`config.mk`:
```
export PLATFORM = sky130hd
export DESIGN_NAME = repeater_rx_detect_config_ctrl
export DESIGN_NICKNAME = d
export VERILOG_FILES = /design/src/pkg/rptr_ctrl_pkg.sv /design/src/pkg/strap_level_if.sv /design/src/rtl/repeater_rx_detect_config_ctrl.sv /design/src/rtl/strap_level_dec.sv
export SDC_FILE = /design/constraint.sdc
export NUM_CORES = 1
export LEC_CHECK = 0
export BUFFER_PORTS_ARGS = -buffer_cell sky130_fd_sc_hd__buf_2
export CAP_MARGIN = 5
export CORE_AREA = 4 4 180 182
export CTS_BUF_LIST = sky130_fd_sc_hd__clkbuf_4 sky130_fd_sc_hd__clkbuf_8
export CTS_CLUSTER_DIAMETER = 120
export DETAILED_ROUTE_END_ITERATION = 6
export DIE_AREA = 0 0 184 186
export PLACE_DENSITY_LB_ADDON = 0.05
export RECOVER_POWER = 50
export SYNTH_ARGS = -nofsm -noshare
export SYNTH_HDL_FRONTEND = slang
export SYNTH_SLANG_ARGS = --single-unit
```
`constraint.sdc`:
```
create_clock -name i_clk_sys -period 3.2 [get_ports i_clk_sys]
set_clock_uncertainty 0.15 [all_clocks]
set_input_delay 0.16 -clock i_clk_sys [delete_from_list [all_inputs] [get_ports i_clk_sys]]
set_output_delay 0.16 -clock i_clk_sys [all_outputs]
set_load 0.01 [all_outputs]
```
`src/pkg/rptr_ctrl_pkg.sv`:
```
// constants, codes and state encodings shared by the repeater control logic
package rptr_ctrl_pkg;
    // timing
    localparam int CLK_HZ          = 10_000_000;
    localparam int PROBE_MS        = 12;
    localparam int SEARCH_MS       = 600;
    localparam int PD_RESET_NS     = 5000;
    localparam int EE_TIMEOUT_US   = 1000;
    localparam int PROBE_CYC       = PROBE_MS * (CLK_HZ / 1000);
    localparam int SEARCH_CYC      = SEARCH_MS * (CLK_HZ / 1000);
    localparam int PD_RESET_CYC    = (PD_RESET_NS * (CLK_HZ / 1_000_000) + 999) / 1000;
    localparam int EE_TIMEOUT_CYC  = EE_TIMEOUT_US * (CLK_HZ / 1_000_000);
    localparam int TMR_W           = 23;
    // four-level strap codes
    localparam logic [1:0] LVL_0   = 2'h0;
    localparam logic [1:0] LVL_R   = 2'h1;
    localparam logic [1:0] LVL_F   = 2'h2;
    localparam logic [1:0] LVL_1   = 2'h3;
    // strap index in the strap array
    localparam int STRAP_RX_DETECT = 0;
    localparam int STRAP_SDTH      = 1;
    localparam int STRAP_BUSMODE   = 2;
    localparam int STRAP_EQ_GRP_A  = 3;
    localparam int STRAP_EQ_GRP_B  = 4;
    localparam int STRAP_SPARE3    = 5;
    localparam int STRAP_ADDR2     = 6;
    localparam int STRAP_CNT       = 7;
    // receiver-detect mode codes
    localparam logic [1:0] RXD_MAN_HIZ  = 2'h0;
    localparam logic [1:0] RXD_TIMED    = 2'h1;
    localparam logic [1:0] RXD_ENDLESS  = 2'h2;
    localparam logic [1:0] RXD_MAN_TERM = 2'h3;
    // threshold codes per strap level
    localparam logic [1:0] SDTH_AT_0 = 2'h2;
    localparam logic [1:0] SDTH_AT_R = 2'h1;
    localparam logic [1:0] SDTH_AT_F = 2'h0;
    localparam logic [1:0] SDTH_AT_1 = 2'h3;
    // register offsets
    localparam logic [7:0] REG_CH_OFF    = 8'h01;
    localparam logic [7:0] REG_PRESENCE  = 8'h02;
    localparam logic [7:0] REG_ENABLE    = 8'h06;
    localparam logic [7:0] REG_OVERRIDE  = 8'h08;
    localparam logic [7:0] REG_SD_STATUS = 8'h0A;
    localparam logic [7:0] REG_EQ        = 8'h0C;
    // field positions
    localparam int PRESENCE_OVR_BIT   = 7;
    localparam int PRESENCE_VAL_BIT   = 6;
    localparam int REG_EN_BIT         = 3;
    localparam int SDTH_OVR_BIT       = 7;
    localparam int RX_DETECT_OVR_BIT  = 6;
    localparam int RX_DETECT_CODE_LSB = 4;
    localparam int SDTH_CODE_LSB      = 0;
    localparam int EQ_GRP_A_LSB       = 0;
    localparam int EQ_GRP_B_LSB       = 2;
    // reset values
    localparam logic [7:0] RST_CH_OFF   = 8'h00;
    localparam logic [7:0] RST_PRESENCE = 8'h00;
    localparam logic [7:0] RST_ENABLE   = 8'h00;
    localparam logic [7:0] RST_OVERRIDE = 8'h00;
    localparam logic [7:0] RST_EQ       = 8'h00;
    // eeprom layout
    localparam logic [9:0] EE_HDR_ADDR    = 10'h000;
    localparam logic [9:0] EE_BASE_ADDR   = 10'h003;
    localparam logic [9:0] EE_ENTRY_BYTES = 10'h025;
    localparam logic [7:0] EE_BLANK       = 8'hFF;
    localparam logic [1:0] EE_LAST_BYTE   = 2'h2;
    // state encodings
    typedef enum logic [3:0] {
        RXD_IDLE   = 4'b0001,
        RXD_SEARCH = 4'b0010,
        RXD_TERM   = 4'b0100,
        RXD_HIZ    = 4'b1000
    } rxd_state_type;
    typedef enum logic [5:0] {
        EE_IDLE  = 6'b000001,
        EE_GRANT = 6'b000010,
        EE_HDR   = 6'b000100,
        EE_DATA  = 6'b001000,
        EE_DONE  = 6'b010000,
        EE_FAIL  = 6'b100000
    } ee_state_type;
endpackage

```
`src/pkg/strap_level_if.sv`:
```
// carrier between a strap comparator group and its level decoder
`timescale 1ns/100ps
`default_nettype none
interface strap_level_if;
    logic [2:0] thermo;
    logic [1:0] level;
    modport dec  (input thermo, output level);
    modport user (output thermo, input level);
endinterface
`default_nettype wire

```
`src/rtl/repeater_rx_detect_config_ctrl.sv`:
```
// repeater control: rx-detect, strap decode, signal-detect status, eeprom load
// Summary of operation
// - power up, detect strap 0: manual code 00, input termination high impedance
// - strap R, code 01: probe every 12 ms, stop after 600 ms, then high impedance
// - strap float, code 10: probe every 12 ms until a receiver is found
// - strap 1, code 11: permanent 50 ohm termination in manual mode
// - power-down high: inputs high impedance, all output drivers disabled
// - power-down held high 5 us resets the detect state machine
// - presence override set, then presence value toggled, resets detect machine
// - threshold strap 0, R, F, 1 maps to codes 10, 01, 00, 11
// - per-channel signal-detect status readable at register 0x0A
// - signal detect never gates outputs; only channel power-down and the power-down pin do
// - bus-mode float: act as master, load settings from own eeprom entry
// - eeprom load writes only a fixed subset of register bits
// - after good load revert to slave mode and release the bus
// - a blank eeprom header aborts the load at once; a missing eeprom answer aborts it by time-out
// - each strap decodes to one of four levels selecting pin-mode settings
// - eq levels 1-4 give codes 00-11; pin mode needs spare straps low
// - eq and threshold settings are also reachable through registers
// - bus-mode strap low pin mode, high slave, float master load
// - writes other than to 0x06 are ignored until the register-enable bit 0x06[3] is set
// - master waits for load grant, flags load done, so chains load in turn
//
// The register offsets and the address-and-strobe port were left to the implementer.
`timescale 1ns/100ps
`default_nettype none
module repeater_rx_detect_config_ctrl
    import rptr_ctrl_pkg::*;
#(
    parameter int PROBE_CYCLES   = PROBE_CYC,
    parameter int SEARCH_CYCLES  = SEARCH_CYC,
    parameter int EE_TIMEOUT     = EE_TIMEOUT_CYC
)
(
    // clock and reset
    input  wire logic                      i_clk_sys,
    input  wire logic                      i_resetn,
    // straps and power-down
    input  wire logic [STRAP_CNT-1:0][2:0] i_strap_thermo,
    input  wire logic                      i_power_down_in,
    input  wire logic [3:0]                i_dev_addr,
    // analog front end
    input  wire logic                      i_rx_sense,
    input  wire logic [7:0]                i_sd_above,
    output logic                           o_probe,
    output logic [7:0]                     o_term_en,
    output logic [7:0]                     o_drv_en,
    output logic [1:0]                     o_sd_thresh,
    output logic [1:0]                     o_eq_level_group_a,
    output logic [1:0]                     o_eq_level_group_b,
    output logic                           o_eq_valid,
    // register port
    input  wire logic [7:0]                i_addr,
    input  wire logic [7:0]                i_wdata,
    input  wire logic                      i_wr,
    input  wire logic                      i_rd,
    output logic [7:0]                     o_rdata,
    // eeprom load
    input  wire logic                      i_read_en_n,
    input  wire logic                      i_ee_ack,
    input  wire logic [7:0]                i_ee_data,
    output logic                           o_ee_req,
    output logic [9:0]                     o_ee_addr,
    output logic                           o_bus_owned,
    output logic                           o_all_done_n
);
    typedef struct packed {
        rxd_state_type   rxd;
        logic [1:0]      code;
        logic [TMR_W-1:0] tmr;
        logic [TMR_W-1:0] win;
        logic [5:0]      pd_cnt;
        logic            probe;
        logic [7:0]      ch_off;
        logic [7:0]      presence;
        logic [7:0]      enable;
        logic [7:0]      ovr;
        logic [7:0]      eq;
        logic [7:0]      sd_stat;
        logic [7:0]      rdata;
        ee_state_type    ee;
        logic [TMR_W-1:0] ee_tmr;
        logic [9:0]      ee_addr;
        logic [1:0]      ee_idx;
        logic            loaded;
    } ctrl_state_type;

    ctrl_state_type st_q;
    ctrl_state_type st_d;
    logic [1:0] lvl [STRAP_CNT];
    logic       pin_mode;
    logic       master_strap;
    logic [1:0] rxd_code;
    logic       pd_reset;
    logic       presence_reset;
    logic       fsm_reset;

    // one decoder per strap
    genvar g;
    generate
        for (g = 0; g < STRAP_CNT; g++)
        begin : g_strap
            strap_level_if lif ();
            assign lif.thermo = i_strap_thermo[g];
            strap_level_dec u_dec (
                .i_clk_sys (i_clk_sys),
                .i_resetn  (i_resetn),
                .lvl       (lif)
            );
            assign lvl[g] = lif.level;
        end
    endgenerate

    // after a good load the part behaves as a slave even with the strap floating
    assign pin_mode     = (lvl[STRAP_BUSMODE] == LVL_0) || (lvl[STRAP_BUSMODE] == LVL_R);
    assign master_strap = (lvl[STRAP_BUSMODE] == LVL_F);

    // overrides count only outside pin mode
    assign rxd_code = (!pin_mode && st_q.ovr[RX_DETECT_OVR_BIT])
                    ? st_q.ovr[RX_DETECT_CODE_LSB +: 2] : lvl[STRAP_RX_DETECT];

    assign pd_reset    = i_power_down_in && (st_q.pd_cnt == 6'(PD_RESET_CYC - 1));
    assign presence_reset = i_wr && (i_addr == REG_PRESENCE) && st_q.enable[REG_EN_BIT]
                          && st_q.presence[PRESENCE_OVR_BIT] && i_wdata[PRESENCE_OVR_BIT]
                          && (i_wdata[PRESENCE_VAL_BIT] != st_q.presence[PRESENCE_VAL_BIT]);
    assign fsm_reset   = pd_reset || presence_reset;

    always_comb
    begin
        st_d       = st_q;
        st_d.probe = 1'b0;
        st_d.rdata = 8'h00;
        st_d.sd_stat = i_sd_above;
        // power-down width counter saturates so one long pulse resets once
        if (!i_power_down_in)
            st_d.pd_cnt = 6'h00;
        else if (st_q.pd_cnt != 6'(PD_RESET_CYC))
            st_d.pd_cnt = st_q.pd_cnt + 6'h01;

        // receiver-detect machine, frozen while powered down except for the reset to idle
        if (fsm_reset)
            st_d.rxd = RXD_IDLE;
        else if (!i_power_down_in)
        begin
            case (st_q.rxd)
                RXD_IDLE:
                begin
                    st_d.code = rxd_code;
                    st_d.tmr  = '0;
                    st_d.win  = '0;
                    if (rxd_code == RXD_MAN_HIZ)
                        st_d.rxd = RXD_HIZ;
                    else if (rxd_code == RXD_MAN_TERM)
                        st_d.rxd = RXD_TERM;
                    else
                        st_d.rxd = RXD_SEARCH;
                end
                RXD_SEARCH:
                begin
                    st_d.tmr = st_q.tmr + TMR_W'(1);
                    st_d.win = st_q.win + TMR_W'(1);
                    if (rxd_code != st_q.code)
                        st_d.rxd = RXD_IDLE;
                    else if (st_q.tmr == TMR_W'(PROBE_CYCLES - 1))
                    begin
                        st_d.tmr   = '0;
                        st_d.probe = 1'b1;
                        if (i_rx_sense)
                            st_d.rxd = RXD_TERM;
                    end
                    else if (st_q.code == RXD_TIMED && st_q.win >= TMR_W'(SEARCH_CYCLES - 1))
                        st_d.rxd = RXD_HIZ;
                end
                RXD_TERM, RXD_HIZ:
                begin
                    if (rxd_code != st_q.code)
                        st_d.rxd = RXD_IDLE;
                end
                default:
                    st_d.rxd = RXD_IDLE;
            endcase
        end

        // register writes; only the enable register is open while locked
        if (i_wr)
        begin
            if (i_addr == REG_ENABLE)
                st_d.enable = i_wdata;
            else if (st_q.enable[REG_EN_BIT])
            begin
                if (i_addr == REG_CH_OFF)
                    st_d.ch_off = i_wdata;
                else if (i_addr == REG_PRESENCE)
                    st_d.presence = i_wdata;
                else if (i_addr == REG_OVERRIDE)
                    st_d.ovr = i_wdata;
                else if (i_addr == REG_EQ)
                    st_d.eq = i_wdata;
            end
        end

        // register reads, data valid for exactly one cycle
        if (i_rd)
        begin
            if (i_addr == REG_CH_OFF)
                st_d.rdata = st_q.ch_off;
            else if (i_addr == REG_PRESENCE)
                st_d.rdata = st_q.presence;
            else if (i_addr == REG_ENABLE)
                st_d.rdata = st_q.enable;
            else if (i_addr == REG_OVERRIDE)
                st_d.rdata = st_q.ovr;
            else if (i_addr == REG_SD_STATUS)
                st_d.rdata = st_q.sd_stat;
            else if (i_addr == REG_EQ)
                st_d.rdata = st_q.eq;
            else
                st_d.rdata = 8'h00;
        end

        // eeprom loader; a load byte bypasses the lock, it is the boot path
        case (st_q.ee)
            EE_IDLE:
            begin
                if (master_strap && !st_q.loaded)
                    st_d.ee = EE_GRANT;
            end
            EE_GRANT:
            begin
                st_d.ee_tmr  = '0;
                st_d.ee_addr = EE_HDR_ADDR;
                if (!master_strap)
                    st_d.ee = EE_IDLE;
                else if (!i_read_en_n)
                    st_d.ee = EE_HDR;
            end
            EE_HDR, EE_DATA:
            begin
                st_d.ee_tmr = st_q.ee_tmr + TMR_W'(1);
                if (i_ee_ack && st_q.ee == EE_HDR)
                begin
                    st_d.ee_tmr = '0;
                    st_d.ee_idx = 2'h0;
                    st_d.ee_addr = EE_BASE_ADDR + 10'(i_dev_addr) * EE_ENTRY_BYTES;
                    // a blank header cannot hold a valid entry
                    st_d.ee = (i_ee_data == EE_BLANK) ? EE_FAIL : EE_DATA;
                end
                else if (i_ee_ack)
                begin
                    st_d.ee_tmr  = '0;
                    st_d.ee_addr = st_q.ee_addr + 10'h001;
                    st_d.ee_idx  = st_q.ee_idx + 2'h1;
                    if (st_q.ee_idx == 2'h0)
                        st_d.ch_off = i_ee_data;
                    else if (st_q.ee_idx == 2'h1)
                        st_d.eq = {4'h0, i_ee_data[3:0]};
                    else
                        st_d.ovr = i_ee_data;
                    if (st_q.ee_idx == EE_LAST_BYTE)
                        st_d.ee = EE_DONE;
                end
                else if (st_q.ee_tmr == TMR_W'(EE_TIMEOUT - 1))
                    st_d.ee = EE_FAIL;
            end
            EE_DONE:
            begin
                st_d.loaded = 1'b1;
                st_d.ee     = EE_IDLE;
            end
            EE_FAIL:
            begin
                if (!master_strap)
                    st_d.ee = EE_IDLE;
            end
            default:
                st_d.ee = EE_IDLE;
        endcase
    end

    always_ff @(posedge i_clk_sys or negedge i_resetn)
    begin
        if (!i_resetn)
        begin
            st_q         <= '0;
            st_q.rxd     <= RXD_IDLE;
            st_q.ee      <= EE_IDLE;
            st_q.ch_off   <= RST_CH_OFF;
            st_q.presence <= RST_PRESENCE;
            st_q.enable  <= RST_ENABLE;
            st_q.ovr     <= RST_OVERRIDE;
            st_q.eq      <= RST_EQ;
        end
        else
            st_q <= st_d;
    end

    // front-end controls
    assign o_probe     = st_q.probe;
    assign o_term_en   = (!i_power_down_in && st_q.rxd == RXD_TERM)
                       ? ~st_q.ch_off : 8'h00;
    assign o_drv_en    = i_power_down_in ? 8'h00 : ~st_q.ch_off;

    always_comb
    begin
        if (!pin_mode && st_q.ovr[SDTH_OVR_BIT])
            o_sd_thresh = st_q.ovr[SDTH_CODE_LSB +: 2];
        else if (lvl[STRAP_SDTH] == LVL_0)
            o_sd_thresh = SDTH_AT_0;
        else if (lvl[STRAP_SDTH] == LVL_R)
            o_sd_thresh = SDTH_AT_R;
        else if (lvl[STRAP_SDTH] == LVL_F)
            o_sd_thresh = SDTH_AT_F;
        else
            o_sd_thresh = SDTH_AT_1;
    end

    // strap level codes equal the eq field codes
    assign o_eq_level_group_a = pin_mode ? lvl[STRAP_EQ_GRP_A]
                                         : st_q.eq[EQ_GRP_A_LSB +: 2];
    assign o_eq_level_group_b = pin_mode ? lvl[STRAP_EQ_GRP_B]
                                         : st_q.eq[EQ_GRP_B_LSB +: 2];
    assign o_eq_valid = !pin_mode || (lvl[STRAP_SPARE3] == LVL_0
                                      && lvl[STRAP_ADDR2] == LVL_0);

    // register port and eeprom side
    assign o_rdata      = st_q.rdata;
    assign o_ee_req     = (st_q.ee == EE_HDR) || (st_q.ee == EE_DATA);
    assign o_ee_addr    = st_q.ee_addr;
    assign o_bus_owned  = o_ee_req;
    assign o_all_done_n = !st_q.loaded;
endmodule
`default_nettype wire

```
`src/rtl/strap_level_dec.sv`:
```
// four-level strap decoder: comparator thermometer code to level code
`timescale 1ns/100ps
`default_nettype none
module strap_level_dec
    import rptr_ctrl_pkg::*;
(
    // clock and reset
    input  wire logic      i_clk_sys,
    input  wire logic      i_resetn,
    // strap
    strap_level_if.dec     lvl
);
    typedef struct packed {
        logic [1:0] level;
    } dec_state_type;

    dec_state_type st_q;
    dec_state_type st_d;

    always_comb
    begin
        st_d = st_q;
        if (lvl.thermo[2])
            st_d.level = LVL_1;
        else if (lvl.thermo[1])
            st_d.level = LVL_F;
        else if (lvl.thermo[0])
            st_d.level = LVL_R;
        else
            st_d.level = LVL_0;
    end

    // reset to float, the level an open pin settles at
    always_ff @(posedge i_clk_sys or negedge i_resetn)
    begin
        if (!i_resetn)
            st_q <= '{level: LVL_F};
        else
            st_q <= st_d;
    end

    assign lvl.level = st_q.level;
endmodule
`default_nettype wire

```
* Word-level counts from Yosys, hierarchy flattened *
Cells that the tools add are included.

storage, ports and cells
  input bits = 65
  memory bits (read-only) = 0
  bits in registers = 171
  bits in writable memories = 0
  output and inout bits = 45
  word-level logic and storage cells = 214
  latch bits = 0
  memories kept = 0

operators by class
  mux-type cells = 94
  eq/ne operators = 42
  div/mod/pow operators = 0
  shift-type cells = 0
  reductions and logical operators = 39
  multipliers = 1
  $lt $le $gt $ge = 1
  bitwise gates (word level) = 5
  add/sub/neg operators = 7

operator list
  cell                     number
  $mux W8                  22
  $mux W16                 10
  $pmux W46 S2             1
  $add A23 B1 Y23 const B  3
  $pmux W33 S2             1
  $mux W6                  10
  $mux W52                 1
  $mux W23                 2
  $mux W2                  22
  $mux W41                 1
  $mux W40                 1
  $mux W35                 1
  $mux W4                  7
  $eq A8 B4 Y1 const B     3
  $pmux W6 S4              1
  $eq A23 B14 Y1 const B   1
  $eq A23 B17 Y1 const B   1
  $ge A23 B23 Y1 const B   1
  $logic_and A1 B1 Y1      13
  $eq A6 B6 Y1 const B     2
  $logic_not A2 Y1         6
  $mux W1                  12
  $pmux W4 S3              1
  $add A10 B1 Y10 const B  1
  38 further kinds         65

* Longest topological paths before layout *
Gate-level depths: netlist of the first run.

  depth after elaboration = 13
  mapped depth = 10
  depth with buffers taken out = 9

* Modules after synthesis *
From an unflattened synthesis of the first run, not the netlist that was laid out.

second synthesis, totals
  cells, all modules = 993
  area, all modules = 9,355.2 um^2

modules (own cells, without submodules)
  module                          area an instance (um^2)  cells an instance  instances
  repeater_rx_detect_config_ctrl  8,873.5                  958                1
  strap_level_dec                 68.8                     5                  7

* Worst setup path after synthesis of the first run *
Ideal clock, no wire load.

  kind = register to register
  start = reg st_q[146] (netlist bit)
  end = reg st_q[155] (netlist bit)
  data required time = 2.922 ns
  path buffers = 0
  setup slack = 0.588 ns
  cell stages (with the launch flop) = 7
  data arrival time = 2.334 ns
  period minus slack after synthesis = 2.612 ns
  path through = dfrtp_1 -> or4_1 -> or4_4 -> o41ai_2 -> o21ai_2 -> a21oi_4 -> mux2_1

on the way
  cells in the longest elaborated chain, start to end = 6

RTL lines
  element                   line                                   RTL
  start: declaration        repeater_rx_detect_config_ctrl.sv:88   ctrl_state_type st_q;
  start signal: assignment  repeater_rx_detect_config_ctrl.sv:294  st_q <= st_d;
  $eq A23 B17 Y1 (*)        repeater_rx_detect_config_ctrl.sv:164  else if (st_q.tmr == TMR_W'(PROBE_CYCLES - 1))
  $mux W4                   repeater_rx_detect_config_ctrl.sv:164
  $mux W4                   repeater_rx_detect_config_ctrl.sv:162  if (rxd_code != st_q.code)
  $pmux W4 S3               repeater_rx_detect_config_ctrl.sv:145  case (st_q.rxd)
  $mux W52                  repeater_rx_detect_config_ctrl.sv:143  else if (!i_power_down_in)
  $mux W4                   repeater_rx_detect_config_ctrl.sv:141  if (fsm_reset)

Every way passes the cells marked *; elsewhere a longest branch is shown, timed or not. The select of a mux whose other input is x is not followed.
A chain may end at the register's enable or synchronous reset.

==> results of run 1 <==
==> cells in the mapped netlist, types with 7 or more instances <==
cell type	count	area [sq um]
a21o_1	9	67.6
a21oi_1	38	190
a22o_1	10	87.6
a22oi_1	8	60.1
a31oi_1	9	56.3
and2_1	17	106
and3_1	25	156
buf_2	7	35.0
buf_4	20	150
clkbuf_1	31	116
dfrtp_1	162	4050
dfstp_2	9	236
ha_1	24	300
inv_1	34	128
mux2_2	20	225
mux2i_1	33	330
nand2_1	87	327
nand2b_1	7	43.8
nand3_1	47	235
nand4_1	26	163
nor2_1	101	379
nor2b_1	8	50.1
nor3_1	12	60.1
nor4_1	7	43.8
o211ai_1	8	60.1
o21ai_0	76	380
o31ai_1	8	60.1
or2_2	12	75.1
xnor2_1	12	105
xor2_1	38	333
==> per-layer routing <==
metal  global-route usage  part of all wire  wire [microns]  vias to the layer above
met1                0.235              0.50           13600                     3783
met4               0.0346            0.0075             206                        0
met2                0.263              0.46           12700                      140
li1                     -                 -               -                     3865
met3               0.0281             0.033             892                       14
met5                    0                 0               0                        -
==> sequential cells by signal, summed over array words and instances (netlist names) <==
| name | cells |
|---|---|
| g_strap.u_dec.lvl.level | 14 |
| o_ee_addr | 10 |
| o_probe | 1 |
| o_rdata | 8 |
| st_q | 138 |
==> repair_timing <==
action,CTS,global route
buffers inserted,0,0
hold buffers,62,0
endpoints found under the hold margin,145,0
==> area by class of cell <==
class | count | area, sq um
multi-input combinational | 736 | 4720
sequential | 171 | 4290
timing repair buffer | 197 | 1340
fill | 3150 | 19200
tap | 396 | 495
clock inverter | 11 | 144
inverter | 34 | 128
clock buffer | 21 | 277
==> cells by family after synthesis <==
kind of cell    count (synthesis)  synth area share
fa+ha+maj                      24            0.0318
mux                            55            0.0612
flops                         171             0.454
buf+inv                        94            0.0463
xor+xnor                       50            0.0464
simple gates                  390             0.210
compound gates                217             0.150
==> worst max path at each step <==
stage / start / to / cells after the start
after floorplan: st_q[146] / st_q[155] / 6
after global placement: st_q[146] / st_q[156] / 6
after detailed placement: st_q[146] / st_q[156] / 6
after CTS: st_q[37] / st_q[96] / 6
after global routing: st_q[37] / st_q[96] / 6
final: st_q[37] / st_q[96] / 6
==> worst reg2reg max path: cells and delay by family (launching register included) <==
kind	cells	cell delay (ns)
simple gates	3	1.19
buf+inv	2	0.76
flops	1	0.50
compound gates	1	0.19
==> report_power, final <==
group	switching, mW	internal [mW]
combinational	0.780	0.521
clock	0.832	0.828
sequential	0.203	2.34
total	1.81	3.69
==> impl_summary.log, run 1 <==
INFO  metric drt-wirelength-per-cell = 17.5 microns
INFO  metric die_w = 184 microns
INFO  metric cell_family_with_most_cp_delay = simple AND/OR/NAND/NOR gates
INFO  metric place_inst = 1,472
INFO  metric min_period_over_period = 0.907
INFO  metric grt_util_all_layers = 0.164
INFO  metric worstPathBufferInverterCount = 2
INFO  metric timing.hold.ws = 0.0329 ns
INFO  metric cp_most_frequent_cell = and3_1
INFO  metric detailed_place_hpwl = 19,800 microns
INFO  metric grt_antenna_before_repair = 0
INFO  metric clock_tree.htree_level_count = 4
INFO  metric fp.dieArea = 34,200 sq um
INFO  metric grt_first_pass_wirelength = 44,800 microns
INFO  metric timing.critical_path.cells = nor4_2 > and3_1 > buf_4 > and3_1 > o21ai_0 > dlygate4sd3_1
INFO  metric pin_count = 110
INFO  metric avgViaCountPerCell = 4.98
INFO  metric worstSetupEndpointType = flop
INFO  metric mappedNetlistNets = 1,090
INFO  metric ys_warn_count = 0
INFO  metric power.density_cell_area = 483 nW/um^2
INFO  metric power.ir.vdd_worst = 238 uV
INFO  metric drt_wl_total = 27,400 microns
INFO  metric layout.cells.most_common = dfrtp_1
INFO  metric floorplan.initialDensity = 0.309
INFO  metric worstPathMaxFanout = 16
INFO  metric worst_path_max_stage_delay = 0.58 ns
INFO  metric whs_endpoint = st_q[101]
INFO  metric reg2regPathDepth = 6
INFO  metric startpoint_type = flop
INFO  metric clockRootBuffer = clkbuf_8
INFO  metric r2r-end = st_q[96]
INFO  metric cp.required = 3.40 ns
INFO  metric total_leakage_power = 5.31 nW
INFO  metric synthArstFlopShare = 1.00
INFO  metric final-max-slew-violation-count = 73
INFO  metric grt_pass1_vias = 7,860
INFO  metric synth_enable_flop_cells = 0
INFO  metric reg2reg_slack = 0.30 ns
INFO  metric worstHoldPathType = primary input to flop
INFO  metric hold_start = i_power_down_in
INFO  metric cts_resized = 0
INFO  metric maxCapViolCount = 1
INFO  metric postRouteAntennaNets = 0
INFO  metric post-route-drc-count = 0
INFO  metric hold_violations = 0
INFO  metric unrepaired_setup_endpoints_after_global_routing = no
INFO  metric detail_route.iter0.violations = 422
INFO  metric cts_buffers = 17
INFO  metric timing.critical_path.arrival = 3.10 ns
INFO  metric clock_sinks = 171
INFO  metric register_bit_count_reported_by_yosys = 171
INFO  metric worst-setup-path-type = flop to flop
INFO  metric finish.net_count = 1,246
INFO  metric layout_common_cells = dfrtp_1, nor2_1, buf_2, nand2_1, o21ai_0
INFO  metric placedInstanceArea = 10,400 sq um
INFO  metric insertedDiodeCount = 0
INFO  metric setup_total_negative_slack = 0 ns
INFO  metric crit_slowest_cell = dlygate4sd3_1
INFO  metric buffer_ports.inserted = 109
INFO  metric final_layout_size_suffix_gt1_frac = 0.183
INFO  metric clkLatencyLatePin = 0.46 ns
INFO  metric max-clock-path-buffers = 2
INFO  metric finalSetupViolCount = 0
INFO  metric final_core_util = 0.372
INFO  metric synth_cell_type_count = 78
INFO  metric highest_clock_frequency_the_design_can_meet = 344 MHz
INFO  metric stdcell_count = 1,566
INFO  metric overflow = 0
INFO  metric place_ws = 0.457 ns
INFO  metric num_rows = 64
INFO  metric regToRegStartpoint = st_q[37]
INFO  metric failed_checks = max-capacitance violations, max-slew violations
INFO  metric design.core.area = 30,600 sq um
INFO  metric clock_tree_from_tritoncts = built
INFO  metric p_total = 5.51 mW
INFO  metric global_placer_s_final_weighted_congestion = 0.779
INFO  metric postSynthAreaPerCell = 9.43 sq um
INFO  metric post-route-min-period = 2.90 ns
INFO  metric synth_seq_area_share = 0.454
INFO  metric synthesis.instances = 1,001
INFO  metric holdPathStages = 2
INFO  metric syn_to_final_growth = 20.7%
INFO  metric finish.instance_area = 11,400 sq um
INFO  metric worstMarginPinSlew = 1.90 ns
INFO  metric overall_die_height = 186 microns
INFO  metric worst_slack = 0.297 ns
INFO  metric largest_net_degree_at_the_start_of_global_routing = 73
INFO  metric first_pass_iters = 4
INFO  metric postSynth.topFlopCell = dfrtp_1
INFO  metric worst_setup_hold_path_clk_slew = 0.09 ns
INFO  metric route.vias.total = 7,802
INFO  metric slew_headroom = -0.267
INFO  metric mappedNetlistArea = 9440 sq um
INFO  metric status = complete, but fails checks
Power figures use the tool's default switching activity.
==> run 2: changes to the inputs <==
--- a/config.mk
+++ b/config.mk
@@ -12,7 +12,6 @@
 export CTS_CLUSTER_DIAMETER = 120
 export DETAILED_ROUTE_END_ITERATION = 6
 export DIE_AREA = 0 0 184 186
-export PLACE_DENSITY_LB_ADDON = 0.05
 export RECOVER_POWER = 50
 export SYNTH_ARGS = -nofsm -noshare
 export SYNTH_HDL_FRONTEND = slang
==> impl_summary.log, run 2 (same netlist as run 1, synthesis figures left out) <==
INFO  metric cts_buffers = 17 (unchanged)
INFO  metric first_pass_iters = 5 (was 4)
INFO  metric grt_util_all_layers = 0.149 (was 0.164)
INFO  metric overall_die_height = 186 microns (unchanged)
INFO  metric clkLatencyLatePin = 0.48 ns (was 0.46 ns)
INFO  metric worstMarginPinSlew = 2.19 ns (was 1.90 ns)
INFO  metric final_layout_size_suffix_gt1_frac = 0.165 (was 0.183)
INFO  metric status = complete, but fails checks (unchanged)
INFO  metric avgViaCountPerCell = 5.09 (was 4.98)
INFO  metric detailed_place_hpwl = 18,100 microns (was 19,800 microns)
INFO  metric finalSetupViolCount = 0 (unchanged)
INFO  metric worst_path_max_stage_delay = 0.58 ns (about the same)
INFO  metric cell_family_with_most_cp_delay = simple AND/OR/NAND/NOR gates (unchanged)
INFO  metric power.share.switching = 0.353 (was 0.329)
INFO  metric unrepaired_setup_endpoints_after_global_routing = no (unchanged)
INFO  metric worstHoldPathType = primary input to flop (unchanged)
INFO  metric num_rows = 64 (unchanged)
INFO  metric comb_power_share = 0.229 (was 0.236)
INFO  metric maxCapViolCount = 1 (unchanged)
INFO  metric p_total = 5.44 mW (was 5.51 mW)
INFO  metric switchingPower = 1.92 mW (was 1.81 mW)
INFO  metric clock_tree_from_tritoncts = built (unchanged)
INFO  metric highest_clock_frequency_the_design_can_meet = 341 MHz (was 344 MHz)
INFO  metric p_int = 3.52 mW (was 3.69 mW)
INFO  metric floorplan.initialDensity = 0.309 (unchanged)
INFO  metric timing.critical_path.cells = nor4_2 > and3_1 > buf_4 > and3_1 > o21ai_0 > dlygate4sd3_1 (unchanged)
INFO  metric drt-wirelength-per-cell = 16.1 microns (was 17.5 microns)
INFO  metric largest-register = st_q (unchanged)
INFO  metric worst_setup_hold_path_clk_slew = 0.12 ns (was 0.09 ns)
INFO  metric clockRootBuffer = clkbuf_8 (unchanged)
INFO  metric overflow = 0 (unchanged)
INFO  metric clockPowerShare = 0.304 (was 0.302)
INFO  metric design.core.area = 30,600 sq um (unchanged)
INFO  metric syn_to_final_growth = 20.2% (was 20.7%)
INFO  metric total_leakage_power = 5.23 nW (was 5.31 nW)
INFO  metric highest-signal-layer = met4 (unchanged)
INFO  metric failed_checks = max-capacitance violations, max-slew violations (unchanged)
INFO  metric largest_net_degree_at_the_start_of_global_routing = 85 (was 73)
INFO  metric clock_sinks = 171 (unchanged)
INFO  metric layout_common_cells = dfrtp_1, nor2_1, nand2_1, buf_2, o21ai_0 (was dfrtp_1, nor2_1, buf_2, nand2_1, o21ai_0)
INFO  metric power.ir.vdd_worst = 255 uV (was 238 uV)
INFO  metric insertedDiodeCount = 0 (unchanged)
INFO  metric max-clock-path-buffers = 2 (unchanged)
INFO  metric detail_route.iter0.violations = 625 (was 422)
INFO  metric slew_headroom = -0.459 (was -0.267)
INFO  metric met2_length = 11,900 microns (was 12,700 microns)
INFO  metric crit_slowest_cell = dlygate4sd3_1 (unchanged)
INFO  metric power.density_cell_area = 480 nW/um^2 (was 483 nW/um^2)
INFO  metric finish.instance_area = 11,300 sq um (was 11,400 sq um)
INFO  metric final-max-slew-violation-count = 84 (was 73)
INFO  metric cp_most_frequent_cell = and3_1 (unchanged)
INFO  metric global_placer_s_final_weighted_congestion = 0.848 (was 0.779)
INFO  metric postRouteAntennaNets = 0 (unchanged)
INFO  metric worst-setup-path-type = flop to flop (unchanged)
INFO  metric cts_setup_buffers = 0 (unchanged)
INFO  metric grt_pass1_vias = 7,842 (was 7,860)
INFO  metric die_w = 184 microns (unchanged)
INFO  metric grt_first_pass_wirelength = 41,300 microns (was 44,800 microns)
INFO  metric post-route-min-period = 2.93 ns (was 2.90 ns)
INFO  metric clock_tree.htree_level_count = 4 (unchanged)
INFO  metric route.vias.total = 7,933 (was 7,802)
INFO  metric timing.critical_path.arrival = 3.16 ns (was 3.10 ns)
INFO  metric grt_antenna_before_repair = 0 (unchanged)
INFO  metric layout.cells.most_common = dfrtp_1 (unchanged)
INFO  metric finish.net_count = 1,239 (was 1,246)
INFO  metric worstPathMaxFanout = 16 (unchanged)
INFO  metric startpoint_type = flop (unchanged)
INFO  metric worstPathBufferInverterCount = 2 (unchanged)
INFO  metric route.met3.wl = 1210 microns (was 892 microns)
INFO  metric drt_wl_total = 25,100 microns (was 27,400 microns)
INFO  metric sequentialPowerShare = 0.467 (was 0.462)
INFO  metric fp.dieArea = 34,200 sq um (unchanged)
INFO  metric post-route-drc-count = 0 (unchanged)
INFO  metric worstSetupEndpointType = flop (unchanged)
INFO  metric routedLengthMet1 = 11,600 microns (was 13,600 microns)
INFO  metric setup_total_negative_slack = 0 ns (unchanged)
INFO  metric timing.hold.ws = 0.0320 ns (was 0.0329 ns)
INFO  metric cp.required = 3.43 ns (was 3.40 ns)
INFO  metric min_period_over_period = 0.916 (was 0.907)
INFO  metric hold_violations = 0 (unchanged)
INFO  metric pin_count = 110 (unchanged)
INFO  metric largest_reg_flops = 138 (unchanged)
INFO  metric buffer_ports.inserted = 109 (unchanged)
INFO  metric placedInstanceArea = 10,300 sq um (was 10,400 sq um)
==> run 2: cell types whose count changed in the layout (fill, tap and decap cells not counted), moves of 4 or more <==
cell,change
buf_2,-15
buf_4,-5
clkbuf_1,+15
clkinv_8,+4
clkinvlp_4,-4
inv_8,+4
==> run 2: area by class of cell <==
cell class,instances,area [sq um]
tap,396,495
clock buffer,17,234
multi-input combinational,736,4710
clock inverter,15,200
sequential,171,4290
inverter,34,128
timing repair buffer,190,1280
fill,3140,19200
==> run 2: path summary, 6_finish.rpt <==
path                            cells past startpoint  slack (ns)     startpoint            to
worst max-delay path                                6        0.27       st_q[37]      st_q[95]
worst min-delay path                                4        0.03  i_dev_addr[3]  o_ee_addr[8]
max in group asynchronous                           3        0.70       i_resetn     st_q[121]
worst max register to register                      6        0.27       st_q[37]      st_q[95]
worst min register to register                      2        0.35        st_q[0]       st_q[0]
min in group asynchronous                           2        0.67       i_resetn    o_rdata[2]
==> run 2: repair_timing <==
action	CTS	global route
resized for setup	0	0
hold endpoints to repair	154	0
hold buffers	61	0
endpoints found under the setup margin	0	0
==> run 2: worst min-delay path, cell delays in order <==
cell	delay (ns)
buf_2	0.13
xnor2_1	0.10
o221ai_1	0.17
nand2_1	0.06
==> run 2: per-layer routing <==
metal / vias up / track usage
li1: 3856 / -
met1: 3874 / 0.206
met2: 179 / 0.244
met3: 24 / 0.0274
met4: 0 / 0.0343
met5: - / 0
==> run 2: per-stage QoR <==
step	utilization	setup slack [ns]	instances
finish	0.371	0.270	1559
detailed placement	0.338	0.442	1466
global route	0.371	0.0183	1559
floorplan	-	0.588	1001
global placement	0.338	0.485	1466
CTS	0.372	0.268	1559
==> run 2: power groups by stage <==
stage / sequential [mW] / combinational (mW) / clock, mW
CTS: 2.54 / 1.26 / 1.70
finish: 2.54 / 1.25 / 1.65
detailed placement: 2.58 / 1.20 / 0
global placement: 2.57 / 1.19 / 0
floorplan: 2.49 / 0.861 / 0
global route: 2.57 / 1.41 / 1.79
==> run 3: changes to the inputs <==
--- a/config.mk
+++ b/config.mk
@@ -7,12 +7,13 @@
 export LEC_CHECK = 0
 export BUFFER_PORTS_ARGS = -buffer_cell sky130_fd_sc_hd__buf_2
 export CAP_MARGIN = 5
-export CORE_AREA = 4 4 180 182
+export CORE_AREA = 4 4 179 181
 export CTS_BUF_LIST = sky130_fd_sc_hd__clkbuf_4 sky130_fd_sc_hd__clkbuf_8
 export CTS_CLUSTER_DIAMETER = 120
 export DETAILED_ROUTE_END_ITERATION = 6
-export DIE_AREA = 0 0 184 186
+export DIE_AREA = 0 0 183 185
 export RECOVER_POWER = 50
 export SYNTH_ARGS = -nofsm -noshare
 export SYNTH_HDL_FRONTEND = slang
+export SYNTH_HIERARCHICAL = 1
 export SYNTH_SLANG_ARGS = --single-unit
==> impl_summary.log, run 3 <==
INFO  metric place_ws = 0.381 ns (was 0.442 ns)
INFO  metric synth_enable_flop_cells = 0 (unchanged)
INFO  metric highest_clock_frequency_the_design_can_meet = 339 MHz (was 341 MHz)
INFO  metric pin_count = 110 (unchanged)
INFO  metric failed_checks = max-capacitance violations, max-slew violations (unchanged)
INFO  metric first_pass_iters = 5 (unchanged)
INFO  metric unrepaired_setup_endpoints_after_global_routing = no (unchanged)
INFO  metric status = complete, but fails checks (unchanged)
INFO  metric cts_buffers = 17 (unchanged)
INFO  metric postSynth.topFlopCell = dfrtp_1 (unchanged)
INFO  metric worstSetupEndpointType = flop (unchanged)
INFO  metric synth_seq_area_share = 0.459 (was 0.454)
INFO  metric largest_net_degree_at_the_start_of_global_routing = 87 (was 85)
INFO  metric timing.critical_path.cells = nor4_2 > nand2_1 > nor2_2 > nand2_1 > buf_4 > nor3b_1 > buf_4 > o21ai_0 > dlygate4sd3_1 (was nor4_2 > and3_1 > buf_4 > and3_1 > o21ai_0 > dlygate4sd3_1)
INFO  metric timing.hold.ws = 0.0483 ns (was 0.0320 ns)
INFO  metric insertedDiodeCount = 0 (unchanged)
INFO  metric largest_reg_flops = 138 (unchanged)
INFO  metric timing.critical_path.arrival = 3.16 ns (about the same)
INFO  metric overall_die_height = 185 microns (was 186 microns)
INFO  metric synth_cell_type_count = 78 (unchanged)
INFO  metric floorplan.initialDensity = 0.307 (was 0.309)
INFO  metric finish.net_count = 1,227 (was 1,239)
INFO  metric worst_slack = 0.246 ns (was 0.270 ns)
INFO  metric grt_antenna_before_repair = 0 (unchanged)
INFO  metric clock_tree_from_tritoncts = built (unchanged)
INFO  metric synthesis.instances = 993 (was 1,001)
INFO  metric setup_total_negative_slack = 0 ns (unchanged)
INFO  metric global_placer_s_final_weighted_congestion = 0.808 (was 0.848)
INFO  metric post-route-drc-count = 0 (unchanged)
INFO  metric total_leakage_power = 5.15 nW (was 5.23 nW)
INFO  metric max-clock-path-buffers = 2 (unchanged)
INFO  metric largest-register = st_q (unchanged)
INFO  metric overflow = 0 (unchanged)
INFO  metric design.core.area = 30,400 sq um (was 30,600 sq um)
INFO  metric stdcell_count = 1,547 (was 1,559)
INFO  metric postRouteAntennaNets = 0 (unchanged)
INFO  metric buffer_ports.inserted = 109 (unchanged)
INFO  metric post-route-min-period = 2.95 ns (was 2.93 ns)
INFO  metric ys_warn_count = 6 (was 0)
INFO  metric finalSetupViolCount = 0 (unchanged)
INFO  metric power.density_cell_area = 490 nW/um^2 (was 480 nW/um^2)
INFO  metric seq_area = 4290 sq um (unchanged)
INFO  metric num_rows = 64 (unchanged)
INFO  metric grt_pass1_vias = 7,879 (was 7,842)
INFO  metric crit_slowest_cell = dlygate4sd3_1 (unchanged)
INFO  metric synth_largest_area_cell = dfrtp_1 (unchanged)
INFO  metric startpoint_type = flop (unchanged)
INFO  metric cell_family_with_most_cp_delay = simple AND/OR/NAND/NOR gates (unchanged)
INFO  metric fillers = 3,060 (was 3,140)
INFO  metric cp.required = 3.40 ns (was 3.43 ns)
INFO  metric hold_violations = 0 (unchanged)
INFO  metric worstPathBufferInverterCount = 3 (was 2)
INFO  metric clock_sinks = 171 (unchanged)
INFO  metric detail_route.iter0.violations = 522 (was 625)
INFO  metric netlist_top_cells_area = dfrtp_1, o21ai_0, mux2i_1 (was dfrtp_1, o21ai_0, nor2_1)
INFO  metric drt_wl_total = 24,900 microns (was 25,100 microns)
INFO  metric worst_setup_hold_path_clk_slew = 0.10 ns (was 0.12 ns)
INFO  metric avgViaCountPerCell = 5.14 (was 5.09)
INFO  metric detailed_place_hpwl = 17,100 microns (was 18,100 microns)
INFO  metric mappedNetlistArea = 9360 sq um (was 9440 sq um)
INFO  metric layout.cells.most_common = dfrtp_1 (unchanged)
INFO  metric post-synth-top-count-cell = dfrtp_1 (unchanged)
INFO  metric place_inst = 1,454 (was 1,466)
INFO  metric synthArstFlopShare = 1.00 (unchanged)
INFO  metric clockRootBuffer = clkbuf_8 (unchanged)
INFO  metric worstMarginPinSlew = 2.32 ns (was 2.19 ns)
INFO  metric postSynthAreaPerCell = 9.42 sq um (was 9.43 sq um)
INFO  metric placedInstanceArea = 10,200 sq um (was 10,300 sq um)
INFO  metric register_bit_count_reported_by_yosys = 171 (unchanged)
INFO  metric min_period_over_period = 0.923 (was 0.916)
INFO  metric drt-wirelength-per-cell = 16.1 microns (about the same)
INFO  metric mappedNetlistNets = 1,082 (was 1,090)
INFO  metric syn_to_final_growth = 19.7% (was 20.2%)
INFO  metric clkLatencyLatePin = 0.48 ns (about the same)
INFO  metric clock_tree.htree_level_count = 4 (unchanged)
INFO  metric slew_headroom = -0.544 (was -0.459)
INFO  metric worstHoldPathType = primary input to flop (unchanged)
INFO  metric maxCapViolCount = 1 (unchanged)
INFO  metric worst-setup-path-type = flop to flop (unchanged)
INFO  metric multiInputGateArea = 4600 sq um (was 4710 sq um)
INFO  metric power.ir.vdd_worst = 263 uV (was 255 uV)
INFO  metric grt_util_all_layers = 0.149 (about the same)
INFO  metric cts_setup_buffers = 0 (unchanged)
INFO  metric ys_top_cells_by_count = dfrtp_1, nor2_1, o21ai_0 (was dfrtp_1, nor2_1, nand2_1)
INFO  metric finish.instance_area = 11,200 sq um (was 11,300 sq um)
INFO  metric die_w = 183 microns (was 184 microns)
INFO  metric worstPathMaxFanout = 12 (was 16)
INFO  metric worst_path_max_stage_delay = 0.57 ns (was 0.58 ns)
INFO  metric final_layout_size_suffix_gt1_frac = 0.173 (was 0.165)
INFO  metric layout_common_cells = dfrtp_1, nor2_1, o21ai_0, buf_2, nand2_1 (was dfrtp_1, nor2_1, nand2_1, buf_2, o21ai_0)
INFO  metric fp.dieArea = 33,900 sq um (was 34,200 sq um)
INFO  metric final-max-slew-violation-count = 85 (was 84)
INFO  metric route.vias.total = 7,955 (was 7,933)
INFO  metric grt_first_pass_wirelength = 41,000 microns (was 41,300 microns)
INFO  metric synth_top_cell_area_share = 0.433 (was 0.429)
-- run 3: cell count changes in the layout (fill, tap and decap cells not counted), sizes merged, moves of 6 or more --
cell	before	now
xnor2	12	18
a31oi	9	15
xor2	38	18
clkbuf	44	30
and2	20	10
o21ai	78	120
a22o	11	5
buf	102	114
nand3	47	38
-- run 3: worst paths after layout --
check / to / slack (ns) / cells after the start / startpoint
setup / recovery: st_q[59] / 0.25 / 9 / st_q[37]
hold / removal: st_q[101] / 0.05 / 2 / i_power_down_in
setup reg to reg: st_q[59] / 0.25 / 9 / st_q[37]
hold reg to reg: st_q[150] / 0.33 / 1 / st_q[150]
max in group asynchronous: st_q[117] / 0.78 / 2 / i_resetn
min in group asynchronous: st_q[130] / 0.78 / 2 / i_resetn
-- run 3: final cells by class --
type	instances	area share
multi-input cells	733	0.411
inverters	27	0.00905
flip-flops and latches	171	0.383
well taps	396	0.0443
repair buffers	188	0.116
clock inverters	15	0.0150
clock buffers	17	0.0209
-- run 3: power breakdown --
| group | internal, mW | leakage (nW) | switching (mW) |
|---|---|---|---|
| Sequential | 2.36 | 2.29 | 0.247 |
| Combinational | 0.553 | 2.66 | 0.736 |
| Clock | 0.660 | 0.199 | 0.928 |
| Total | 3.58 | 5.15 | 1.91 |
-- run 3: metrics by stage --
step	total power, mW	utilization
finish	5.49	0.368
global route	5.82	0.368
CTS	5.53	0.368
detailed placement	3.82	0.335
global placement	3.80	0.335
floorplan	3.41	-
-- run 3: cells by family after synthesis --
logic type	share of synthesized area
and+or+nand+nor	0.204
AOI/OAI and AO/OA	0.159
adders and majority gates	0.0321
DFF	0.459
buffers and inverters	0.0496
xor gates and xnor gates	0.0337
muxes	0.0637
-- run 3: routing by layer --
metal / vias up / track usage / share of wire
met5: - / 0 / 0
met4: 0 / 0.0369 / 0.013
met3: 26 / 0.0381 / 0.060
met2: 231 / 0.230 / 0.46
met1: 3866 / 0.209 / 0.47
li1: 3832 / - / -
-- run 3: repair_timing --
action	4_1_cts	5_1_grt
endpoints found under the setup margin	0	6
resized for setup	0	1
endpoints found under the hold margin	160	0
hold buffers	61	0
